===== config.mk =====
export PLATFORM = sky130hd
export DESIGN_NAME = op_execution_sampler
export DESIGN_NICKNAME = d
export VERILOG_FILES = /design/src/verilog/op_sampler_pkg.sv /design/src/verilog/op_execution_sampler.sv
export SDC_FILE = /design/constraint.sdc
export NUM_CORES = 1
export LEC_CHECK = 0
export ABC_AREA = 0
export BUFFER_PORTS_ARGS = -buffer_cell sky130_fd_sc_hd__clkbuf_2
export CAP_MARGIN = 5
export CORE_AREA = 10 10 196 198
export CTS_CLUSTER_DIAMETER = 50
export DETAILED_ROUTE_END_ITERATION = 6
export DIE_AREA = 0 0 206 208
export GPL_TIMING_DRIVEN = 0
export PLACE_DENSITY_LB_ADDON = 0.05
export SLEW_MARGIN = 5
export SYNTH_ARGS = -nofsm -noshare
export SYNTH_HDL_FRONTEND = slang
export SYNTH_SLANG_ARGS = --single-unit

===== constraint.sdc =====
create_clock -name clk -period 7.1 [get_ports clk]
set_clock_uncertainty 0.2 [all_clocks]
set_input_delay 0.71 -clock clk [delete_from_list [all_inputs] [get_ports clk]]
set_output_delay 0.71 -clock clk [all_outputs]
set_load 0.005 [all_outputs]

===== src/verilog/op_sampler_pkg.sv =====
// Shared constants and types of the op execution sampler
package op_sampler_pkg;
  localparam int CNT_W = 27;
  localparam int THR_W = 23;
  localparam int THR_HI_W = 7;
  localparam int THR_LO_W = 16;
  localparam int LAT_W = 16;
  localparam int RND_W = 7;
  localparam int SEL_W = 3;
  // Register select codes on the model-specific register port
  localparam logic [SEL_W-1:0] SEL_CTL = 3'h0;
  localparam logic [SEL_W-1:0] SEL_RIP = 3'h1;
  localparam logic [SEL_W-1:0] SEL_BRANCH = 3'h2;
  localparam logic [SEL_W-1:0] SEL_MEMSYS = 3'h3;
  localparam logic [SEL_W-1:0] SEL_DCACHE = 3'h4;
  // Control register fields
  localparam int CUR_LSB = 32;
  localparam int THR_HI_LSB = 20;
  localparam int SRC_BIT = 19;
  localparam int VALID_BIT = 18;
  localparam int EN_BIT = 17;
  localparam int THR_LO_LSB = 0;
  localparam int THR_CMP_LSB = 4;
  localparam int ABORT_ZERO_LSB = 7;
  // Branch status fields
  localparam int RIP_INV_BIT = 38;
  localparam int BRN_RET_BIT = 37;
  localparam int BRN_MISP_BIT = 36;
  localparam int BRN_TAKEN_BIT = 35;
  localparam int RET_BIT = 34;
  // Data cache status fields
  localparam int LAT_LSB = 32;
  localparam int PHYS_VALID_BIT = 18;
  localparam int LIN_VALID_BIT = 17;
  localparam int LOCKED_BIT = 15;
  localparam int UC_BIT = 14;
  localparam int WC_BIT = 13;
  localparam int MISALIGN_BIT = 8;
  localparam int DC_MISS_BIT = 7;
  localparam int HIT_1G_BIT = 5;
  localparam int HIT_2M_BIT = 4;
  localparam int TLB_MISS_BIT = 2;
  localparam int STORE_BIT = 1;
  localparam int LOAD_BIT = 0;
  // Implemented bits; all others read as zero
  localparam logic [63:0] BRANCH_MASK = 64'h0000_007C_0000_0000;
  localparam logic [63:0] DCACHE_MASK = 64'h0000_FFFF_0006_E1B7;
  // Pseudo-random generator for the abort reload
  localparam logic [RND_W-1:0] RND_SEED = 7'h5A;
  localparam int RND_TAP_A = 6;
  localparam int RND_TAP_B = 5;

  typedef enum logic [1:0] {
    ST_COUNT = 2'b00,
    ST_ARMED = 2'b01,
    ST_TAGGED = 2'b10
  } state_t;

  // Status of the tagged op, presented by the core with its retire pulse
  typedef struct packed {
    logic [63:0] rip;
    logic rip_invalid;
    logic branch_retired;
    logic branch_mispredicted;
    logic branch_taken;
    logic subroutine_return;
    logic [63:0] memsys_data;
    logic phys_data_addr_valid;
    logic lin_data_addr_valid;
    logic locked_access;
    logic uncacheable_access;
    logic write_combining_access;
    logic misaligned_penalty;
    logic data_cache_miss;
    logic tlb_hit_1g;
    logic tlb_hit_2m;
    logic tlb_miss;
    logic store_op;
    logic load_op;
  } retire_info_t;
endpackage


===== src/verilog/op_execution_sampler.sv =====
// Op execution sampling monitor with model-specific register access
// What this block does
// 27-bit interval counter runs only while enabled and no sample is held.
// Tagged op abort: no sample, counter 26:7 zeroed, 6:0 random, keep counting.
// Software reaches these registers only through register read and write.
// Control bits 58:32 read live count; write clearing valid loads it.
// Control 26:20 hold threshold top bits, 15:0 hold threshold bits 19:4.
// Control bit 19 chooses counting clock cycles or dispatched ops.
// Counter bits 26:4 equal to threshold tags the next op.
// Tagged op retire sets valid bit 18 and stops the counter.
// Tagged op retire setting valid raises an interrupt request pulse; a software write of valid does not.
// Handler reads the sample before clearing valid, which re-arms sampling.
// Control bit 17 enables sampling when set, disables when clear.
// Address register captures the tagged op instruction address.
// Branch status bit 38 flags an invalid captured address.
// Bits 37, 36, 35 report branch retired, mispredicted, taken.
// Bit 34 reports a retired subroutine return.
// Memory system register captures implementation-defined data.
// A boundary-crossing access reports only the part below 128 bits.
// Bits 47:32 count cycles from cache miss detect to data delivery.
// Bits 18 and 17 flag valid physical and linear data addresses.
// Bits 15, 14, 13 flag locked, uncacheable, write-combining access.
// Bit 8 flags misalignment penalty, bit 7 a data cache miss.
// Bits 5, 4, 2 flag TLB hit 1G, hit 2M, TLB miss.
// Bit 1 flags a store, bit 0 a load.
// Software writes zero to reserved bits; those read back zero.
`timescale 1ns/1ps
module op_execution_sampler (
  input wire logic clk,
  input wire logic sys_rst,
  input wire logic msr_wr,
  input wire logic msr_rd,
  input wire logic [op_sampler_pkg::SEL_W-1:0] msr_sel,
  input wire logic [63:0] msr_wdata,
  output logic [63:0] msr_rdata_q,
  output logic msr_rd_ack_q,
  output logic msr_sel_err_q,
  input wire logic op_dispatch,
  output logic tag_next_q,
  input wire logic tagged_retire,
  input wire logic tagged_abort,
  input wire op_sampler_pkg::retire_info_t retire_info,
  input wire logic dc_miss_detect,
  input wire logic dc_data_deliver,
  output logic irq_q
);
  op_sampler_pkg::state_t st_q;
  logic [op_sampler_pkg::CNT_W-1:0] cnt_q;
  logic [op_sampler_pkg::THR_HI_W-1:0] thr_hi_q;
  logic [op_sampler_pkg::THR_LO_W-1:0] thr_lo_q;
  logic src_q;
  logic en_q;
  logic valid_q;
  logic [op_sampler_pkg::RND_W-1:0] rnd_q;
  logic [op_sampler_pkg::LAT_W-1:0] lat_q;
  logic lat_run_q;
  logic [63:0] rip_q;
  logic [63:0] branch_q;
  logic [63:0] memsys_q;
  logic [63:0] dcache_q;
  logic [63:0] ctl_rd;
  logic [63:0] branch_cap;
  logic [63:0] dcache_cap;
  logic ctl_wr;
  logic rearm_wr;
  logic retire_ev;
  logic abort_ev;
  logic count_adv;
  logic thr_match;

  assign ctl_wr = msr_wr && (msr_sel == op_sampler_pkg::SEL_CTL);
  assign rearm_wr = ctl_wr && !msr_wdata[op_sampler_pkg::VALID_BIT];
  assign retire_ev = (st_q == op_sampler_pkg::ST_TAGGED) && tagged_retire;
  assign abort_ev = (st_q == op_sampler_pkg::ST_TAGGED) && tagged_abort && !tagged_retire;
  assign count_adv = en_q && !valid_q && (st_q == op_sampler_pkg::ST_COUNT) &&
    (src_q ? op_dispatch : 1'b1);
  assign thr_match = en_q && !valid_q && (st_q == op_sampler_pkg::ST_COUNT) &&
    (cnt_q[op_sampler_pkg::CNT_W-1:op_sampler_pkg::THR_CMP_LSB] ==
    {thr_hi_q, thr_lo_q});

  // Control fields written by software
  always_ff @(posedge clk) begin
    if (sys_rst) begin
      thr_hi_q <= '0;
      thr_lo_q <= '0;
      src_q <= 1'b0;
      en_q <= 1'b0;
    end else if (ctl_wr) begin
      thr_hi_q <= msr_wdata[op_sampler_pkg::THR_HI_LSB +: op_sampler_pkg::THR_HI_W];
      thr_lo_q <= msr_wdata[op_sampler_pkg::THR_LO_LSB +: op_sampler_pkg::THR_LO_W];
      src_q <= msr_wdata[op_sampler_pkg::SRC_BIT];
      en_q <= msr_wdata[op_sampler_pkg::EN_BIT];
    end
  end

  // Sample-valid flag: a retire in the same cycle as a clearing write wins
  always_ff @(posedge clk) begin
    if (sys_rst) begin
      valid_q <= 1'b0;
    end else if (retire_ev) begin
      valid_q <= 1'b1;
    end else if (ctl_wr) begin
      valid_q <= msr_wdata[op_sampler_pkg::VALID_BIT];
    end
  end

  // Interrupt request pulse on each new sample
  always_ff @(posedge clk) begin
    if (sys_rst) begin
      irq_q <= 1'b0;
    end else begin
      irq_q <= retire_ev;
    end
  end

  // Free-running pseudo-random source
  always_ff @(posedge clk) begin
    if (sys_rst) begin
      rnd_q <= op_sampler_pkg::RND_SEED;
    end else begin
      rnd_q <= {rnd_q[op_sampler_pkg::RND_W-2:0],
        rnd_q[op_sampler_pkg::RND_TAP_A] ^ rnd_q[op_sampler_pkg::RND_TAP_B]};
    end
  end

  // Interval counter
  always_ff @(posedge clk) begin
    if (sys_rst) begin
      cnt_q <= '0;
    end else if (rearm_wr) begin
      cnt_q <= msr_wdata[op_sampler_pkg::CUR_LSB +: op_sampler_pkg::CNT_W];
    end else if (abort_ev) begin
      cnt_q <= {{(op_sampler_pkg::CNT_W-op_sampler_pkg::RND_W){1'b0}}, rnd_q};
    end else if (count_adv) begin
      cnt_q <= cnt_q + 27'h1;
    end
  end

  // Tagging sequence; disabling sampling drops any tag in flight
  always_ff @(posedge clk) begin
    if (sys_rst) begin
      st_q <= op_sampler_pkg::ST_COUNT;
      tag_next_q <= 1'b0;
    end else if (!en_q) begin
      st_q <= op_sampler_pkg::ST_COUNT;
      tag_next_q <= 1'b0;
    end else begin
      case (st_q)
        op_sampler_pkg::ST_COUNT: begin
          if (thr_match && !rearm_wr) begin
            st_q <= op_sampler_pkg::ST_ARMED;
            tag_next_q <= 1'b1;
          end
        end
        op_sampler_pkg::ST_ARMED: begin
          if (op_dispatch) begin
            st_q <= op_sampler_pkg::ST_TAGGED;
            tag_next_q <= 1'b0;
          end
        end
        op_sampler_pkg::ST_TAGGED: begin
          if (tagged_retire || tagged_abort) begin
            st_q <= op_sampler_pkg::ST_COUNT;
          end
        end
        default: begin
          st_q <= op_sampler_pkg::ST_COUNT;
          tag_next_q <= 1'b0;
        end
      endcase
    end
  end

  // Miss latency of the tagged access, saturating
  always_ff @(posedge clk) begin
    if (sys_rst) begin
      lat_q <= '0;
      lat_run_q <= 1'b0;
    end else if (st_q != op_sampler_pkg::ST_TAGGED) begin
      lat_q <= '0;
      lat_run_q <= 1'b0;
    end else if (dc_miss_detect && !lat_run_q) begin
      lat_q <= '0;
      lat_run_q <= 1'b1;
    end else if (lat_run_q) begin
      if (dc_data_deliver) begin
        lat_run_q <= 1'b0;
      end
      if (lat_q != {op_sampler_pkg::LAT_W{1'b1}}) begin
        lat_q <= lat_q + 16'h1;
      end
    end
  end

  // Capture images of the status registers
  always_comb begin
    branch_cap = '0;
    branch_cap[op_sampler_pkg::RIP_INV_BIT] = retire_info.rip_invalid;
    branch_cap[op_sampler_pkg::BRN_RET_BIT] = retire_info.branch_retired;
    branch_cap[op_sampler_pkg::BRN_MISP_BIT] = retire_info.branch_mispredicted;
    branch_cap[op_sampler_pkg::BRN_TAKEN_BIT] = retire_info.branch_taken;
    branch_cap[op_sampler_pkg::RET_BIT] = retire_info.subroutine_return;
    dcache_cap = '0;
    // The core presents only the lower part of a boundary-crossing access
    dcache_cap[op_sampler_pkg::LAT_LSB +: op_sampler_pkg::LAT_W] = lat_q;
    dcache_cap[op_sampler_pkg::PHYS_VALID_BIT] = retire_info.phys_data_addr_valid;
    dcache_cap[op_sampler_pkg::LIN_VALID_BIT] = retire_info.lin_data_addr_valid;
    dcache_cap[op_sampler_pkg::LOCKED_BIT] = retire_info.locked_access;
    dcache_cap[op_sampler_pkg::UC_BIT] = retire_info.uncacheable_access;
    dcache_cap[op_sampler_pkg::WC_BIT] = retire_info.write_combining_access;
    dcache_cap[op_sampler_pkg::MISALIGN_BIT] = retire_info.misaligned_penalty;
    dcache_cap[op_sampler_pkg::DC_MISS_BIT] = retire_info.data_cache_miss;
    dcache_cap[op_sampler_pkg::HIT_1G_BIT] = retire_info.tlb_hit_1g;
    dcache_cap[op_sampler_pkg::HIT_2M_BIT] = retire_info.tlb_hit_2m;
    dcache_cap[op_sampler_pkg::TLB_MISS_BIT] = retire_info.tlb_miss;
    dcache_cap[op_sampler_pkg::STORE_BIT] = retire_info.store_op;
    dcache_cap[op_sampler_pkg::LOAD_BIT] = retire_info.load_op;
  end

  // Sample registers: capture on retire, else software may overwrite
  always_ff @(posedge clk) begin
    if (sys_rst) begin
      rip_q <= '0;
      branch_q <= '0;
      memsys_q <= '0;
      dcache_q <= '0;
    end else if (retire_ev) begin
      rip_q <= retire_info.rip;
      branch_q <= branch_cap;
      memsys_q <= retire_info.memsys_data;
      dcache_q <= dcache_cap;
    end else if (msr_wr) begin
      case (msr_sel)
        op_sampler_pkg::SEL_RIP: rip_q <= msr_wdata;
        op_sampler_pkg::SEL_BRANCH: branch_q <= msr_wdata & op_sampler_pkg::BRANCH_MASK;
        op_sampler_pkg::SEL_MEMSYS: memsys_q <= msr_wdata;
        op_sampler_pkg::SEL_DCACHE: dcache_q <= msr_wdata & op_sampler_pkg::DCACHE_MASK;
        default: begin
        end
      endcase
    end
  end

  // Control register read image; reserved bits read zero
  always_comb begin
    ctl_rd = '0;
    ctl_rd[op_sampler_pkg::CUR_LSB +: op_sampler_pkg::CNT_W] = cnt_q;
    ctl_rd[op_sampler_pkg::THR_HI_LSB +: op_sampler_pkg::THR_HI_W] = thr_hi_q;
    ctl_rd[op_sampler_pkg::SRC_BIT] = src_q;
    ctl_rd[op_sampler_pkg::VALID_BIT] = valid_q;
    ctl_rd[op_sampler_pkg::EN_BIT] = en_q;
    ctl_rd[op_sampler_pkg::THR_LO_LSB +: op_sampler_pkg::THR_LO_W] = thr_lo_q;
  end

  // Read port: answer one cycle after the request
  always_ff @(posedge clk) begin
    if (sys_rst) begin
      msr_rdata_q <= '0;
      msr_rd_ack_q <= 1'b0;
      msr_sel_err_q <= 1'b0;
    end else begin
      msr_rd_ack_q <= msr_rd;
      msr_sel_err_q <= 1'b0;
      msr_rdata_q <= '0;
      if (msr_rd) begin
        case (msr_sel)
          op_sampler_pkg::SEL_CTL: msr_rdata_q <= ctl_rd;
          op_sampler_pkg::SEL_RIP: msr_rdata_q <= rip_q;
          op_sampler_pkg::SEL_BRANCH: msr_rdata_q <= branch_q;
          op_sampler_pkg::SEL_MEMSYS: msr_rdata_q <= memsys_q;
          op_sampler_pkg::SEL_DCACHE: msr_rdata_q <= dcache_q;
          default: msr_sel_err_q <= 1'b1;
        endcase
      end
    end
  end
endmodule // op_execution_sampler


==> impl_table.tex <==
\begin{tabular}{lr}
\hline
Metric & Value \\
\hline
\multicolumn{2}{l}{\textbf{Status}} \\
\quad Outcome & complete, no violations \\
\multicolumn{2}{l}{\textbf{STA}} \\
\quad Final-report max-slew violation count & 0 \\
\quad Final Cycle Share & 0.477 \\
\quad Fin crit period & 3.39 ns \\
\quad Achievable frequency & 295 MHz \\
\quad Setup TNS & 0 ns \\
\quad Setup violations, final & 0 \\
\quad Unrepaired setup endpoints after global routing & false \\
\quad Worst-margin pin slew & 1.03 ns \\
\quad Worst hold slack & 0.173 ns \\
\quad Count of endpoints failing hold in the final timing report & 0 \\
\quad Max-slew headroom at the worst pin & 0.313 \\
\multicolumn{2}{l}{\textbf{Critical path}} \\
\quad Count of buffering cells on the critical path with inverters included & 5 \\
\quad Kind of critical path & in -> reg \\
\quad Slowest Stage Delay on Critical Path & 0.73 ns \\
\quad Maximum fanout along the worst path & 10 \\
\quad Cell with the biggest individual delay on the critical path & clkbuf\_1 \\
\quad Critical path, cell by cell & clkbuf\_2, buf\_2, and3b\_1, clkbuf\_1, nand2\_1, nand2\_1, clkbuf\_1, clkbuf\_1, nor2\_1, a311oi\_1 \\
\quad Worst setup SP type & input pin \\
\quad Most numerous cell on the critical path & clkbuf\_1 \\
\quad Crit path required time & 7.33 ns \\
\quad Arrival time at the worst endpoint & 3.62 ns \\
\quad Element type at the critical path end & register \\
\quad Cell family contributing the most delay on the critical path & buffers and inverters \\
\multicolumn{2}{l}{\textbf{Die}} \\
\quad Chip height & 208 um \\
\quad Boundary pin count & 289 \\
\quad DIE AREA & 42800 um2 \\
\quad Number of placement rows & 68 \\
\quad Chip Width & 206 um \\
\quad Placeable core region & 34400 um2 \\
\quad Initial core utilization & 0.395 \\
\multicolumn{2}{l}{\textbf{Routing}} \\
\quad Detail Route Antenna Nets & 0 \\
\quad DRT Pass-1 Iters & 7 \\
\quad Vias post-DR & 13500 \\
\quad 1st-iter DRT viols & 1050 \\
\quad Remaining DRCs & 0 \\
\quad Vias/cell & 5.55 \\
\quad Overall routed net length & 57.2 mm \\
\quad DR WL/cell & 23.5 um \\
\multicolumn{2}{l}{\textbf{CTS}} \\
\quad Total clock buffers created by CTS & 41 \\
\quad Worst-path clk slew & 0.06 ns \\
\quad H-tree depth reported by CTS & 2 \\
\quad Number of buffers added for setup after CTS & 0 \\
\quad Buffers from clock root to sink, at most & 3 \\
\quad Num Clock Sinks & 308 \\
\quad Quantity of gates resized following cts & 0 \\
\quad Clk Latency, worst-skew pair & 0.54 ns \\
\quad Hold-fix buffers, CTS & 0 \\
\quad Buffer cell driving the clock tree root & clkbuf\_16 \\
\quad TritonCTS clock tree & built \\
\multicolumn{2}{l}{\textbf{Synth}} \\
\quad Post-synth top area cell & dfxtp\_1 \\
\quad Post-synth design cell area & 13600 um2 \\
\quad Number of instances in the synthesized netlist & 1616 \\
\quad Predominant post-synthesis flop cell & dfxtp\_1 \\
\quad Number of distinct library cell variants in the gate-level netlist after synthesis & 60 \\
\quad Number of warnings printed during yosys synthesis & 0 \\
\quad Post-Synthesis Mean Instance Area & 8.40 um2 \\
\quad Area fraction of the dominant cell type after synthesis & 0.454 \\
\quad Register bit total from synthesis & 308 \\
\quad Share of synthesized flip-flops with an asynchronous set or reset & 0 \\
\quad Nets in the synthesized netlist & 1839 \\
\quad Share of synthesized area occupied by flip-flops and latches & 0.454 \\
\quad Number of enable-type register cells in the synthesized netlist & 0 \\
\quad Top cells by area, synth & dfxtp\_1 45\%, mux2i\_1 7.1\%, nor2\_1 6.9\% \\
\multicolumn{2}{l}{\textbf{Layout}} \\
\quad Leading cell types in the layout, fill and taps excluded & 308 x dfxtp\_1, 285 x clkbuf\_2, 250 x nor2\_1, 248 x nand2\_1, 132 x a21oi\_1 \\
\quad Synthesis-to-finish area growth & 24.9\% \\
\quad Most common cell after layout, fill and taps aside & dfxtp\_1 \\
\quad Sequential cell area & 6170 um2 \\
\quad Ratio of cells with drive above 1 in the final layout & 0.195 \\
\quad FILL cells & 3513 \\
\quad Area used by multi-input combinational logic & 6870 um2 \\
\quad Nets & 2167 \\
\multicolumn{2}{l}{\textbf{Global route}} \\
\quad Most Used Layer, Global Route & met2 \\
\quad Met1 track demand over resource & 0.351 \\
\quad Antenna violations before repair & 5 \\
\quad Grt met3 use & 0.0617 \\
\quad Via count of the first global-routing pass & 13700 \\
\quad First-pass GRT wire length & 85.3 mm \\
\quad Routing usage on met2 & 0.403 \\
\quad Maximum number of pins on one net before global-route repair & 14 \\
\quad Global routing usage summed across all routing layers & 0.258 \\
\quad Remaining Overflow, GRT & 0 \\
\multicolumn{2}{l}{\textbf{Place}} \\
\quad Final weighted congestion in routability-driven placement & 0.927 \\
\quad Number of input and output port buffers inserted & 285 \\
\quad Detailed placer's ending HPWL & 43.8 mm \\
\multicolumn{2}{l}{\textbf{Power}} \\
\quad Ratio of total power to cell area & 245 nW/um2 \\
\quad Internal power component & 3.12 mW \\
\quad Worst supply voltage drop on vdd & 0.000176 V \\
\quad Switching power of the nets & 1.04 mW \\
\quad Static leakage & 6.21 nW \\
\quad Comb pwr share & 0.069 \\
\quad Part of the power in the clock network & 0.502 \\
\quad Reg power frac & 0.430 \\
\quad Switching share of power & 0.251 \\
\multicolumn{2}{l}{\textbf{Run}} \\
\quad Max capacitance violation total & 0 \\
\multicolumn{2}{l}{\textbf{Hold path}} \\
\quad Class of the tightest hold or removal check & in -> reg \\
\hline
\end{tabular}
layout make-up:
class | instances | area share
antenna | 2 | 0.000295
buffer | 134 | 0.0304
clock buffer | 47 | 0.0655
clock inverter | 29 | 0.0158
inverter | 6 | 0.00133
multi-input combinational | 1168 | 0.405
sequential | 308 | 0.364
tap | 455 | 0.0336
timing repair buffer | 285 | 0.0841
kinds of logic after synthesis:
logic type / after synthesis / share of synthesized area
muxes: 96 / 0.0708
xor gates and xnor gates: 55 / 0.0355
and+or+nand+nor: 612 / 0.196
DFF: 308 / 0.454
AOI/OAI and AO/OA: 403 / 0.202
adders and majority gates: 2 / 0.00184
buffers and inverters: 140 / 0.0396
state kept, by name, indices dropped and copies added (netlist names):
name	cells
msr_sel_err_q	1
rnd_q	7
thr_lo_q	16
rip_q	64
lat_q	16
branch_q	5
lat_run_q	1
irq_q	1
cnt_q	27
memsys_q	64
dcache_q	28
valid_q	1
src_q	1
en_q	1
thr_hi_q	7
msr_rdata_q	64
tag_next_q	1
st_q	2
msr_rd_ack_q	1
cell usage after synthesis, types with 4 or more instances:
master / count
dfxtp_1: 308
nor2_1: 250
nand2_1: 248
a21oi_1: 132
clkbuf_1: 117
mux2i_1: 96
a22oi_1: 79
a311oi_1: 76
a211oi_1: 68
xnor2_1: 36
nand3_1: 21
xor2_1: 19
nor3_1: 16
o21ai_0: 14
nand4_1: 13
buf_2: 10
o21ai_1: 10
and2_1: 7
buf_1: 7
nor4_1: 7
inv_1: 6
nor2b_1: 6
and4_1: 5
nand2b_1: 5
nor3b_1: 5
or2_2: 4
power groups by stage:
stage / registers (mW) / logic, mW / clock network (mW)
finish: 1.79 / 0.286 / 2.09
detailed placement: 1.82 / 0.281 / 0
floorplan: 1.82 / 0.135 / 0
global route: 1.79 / 0.310 / 2.19
CTS: 1.79 / 0.283 / 2.12
global placement: 1.82 / 0.280 / 0
worst register-to-register path, stage by stage, from the launching register on:
cell      delay, ns
dfxtp_1        0.46
and3b_1        0.20
clkbuf_1       0.61
clkbuf_1       0.65
buf_1          0.56
nand2_1        0.13
a311oi_1       0.29
per-stage QoR:
| stage | area, um2 | power, mW | std cells | utilization | worst slack [ns] |
|---|---|---|---|---|---|
| after floorplan | 13600 | 1.95 | 1616 | - | 4.57 |
| after global placement | 15600 | 2.10 | 2356 | 0.453 | 3.28 |
| after detailed placement | 15600 | 2.11 | 2356 | 0.453 | 3.30 |
| after CTS | 16900 | 4.19 | 2432 | 0.493 | 3.85 |
| after global routing | 16900 | 4.29 | 2432 | 0.493 | 3.64 |
| final | 17000 | 4.16 | 2434 | 0.493 | 3.71 |
per-layer routing:
layer,wire (um),vias to the layer above,share of wire
li1,-,6424,-
met1,25700,6465,0.45
met2,25800,522,0.45
met3,4590,84,0.080
met4,1140,6,0.020
met5,36,-,0.00063
worst paths after layout:
| kind | from | to | slack [ns] | depth (start not counted) |
|---|---|---|---|---|
| max | msr_sel[1] | memsys_q[58]$_SDFFE_PP0P_ | 3.71 | 10 |
| min | dc_data_deliver | lat_run_q$_SDFF_PP0_ | 0.17 | 2 |
| max reg2reg | st_q[1]$_SDFFE_PP0P_ | memsys_q[58]$_SDFFE_PP0P_ | 3.91 | 6 |
| min reg2reg | rnd_q[3]$_SDFF_PP1_ | rnd_q[4]$_SDFF_PP1_ | 0.24 | 1 |
No activity file was read; power rests on OpenSTA's default activity.
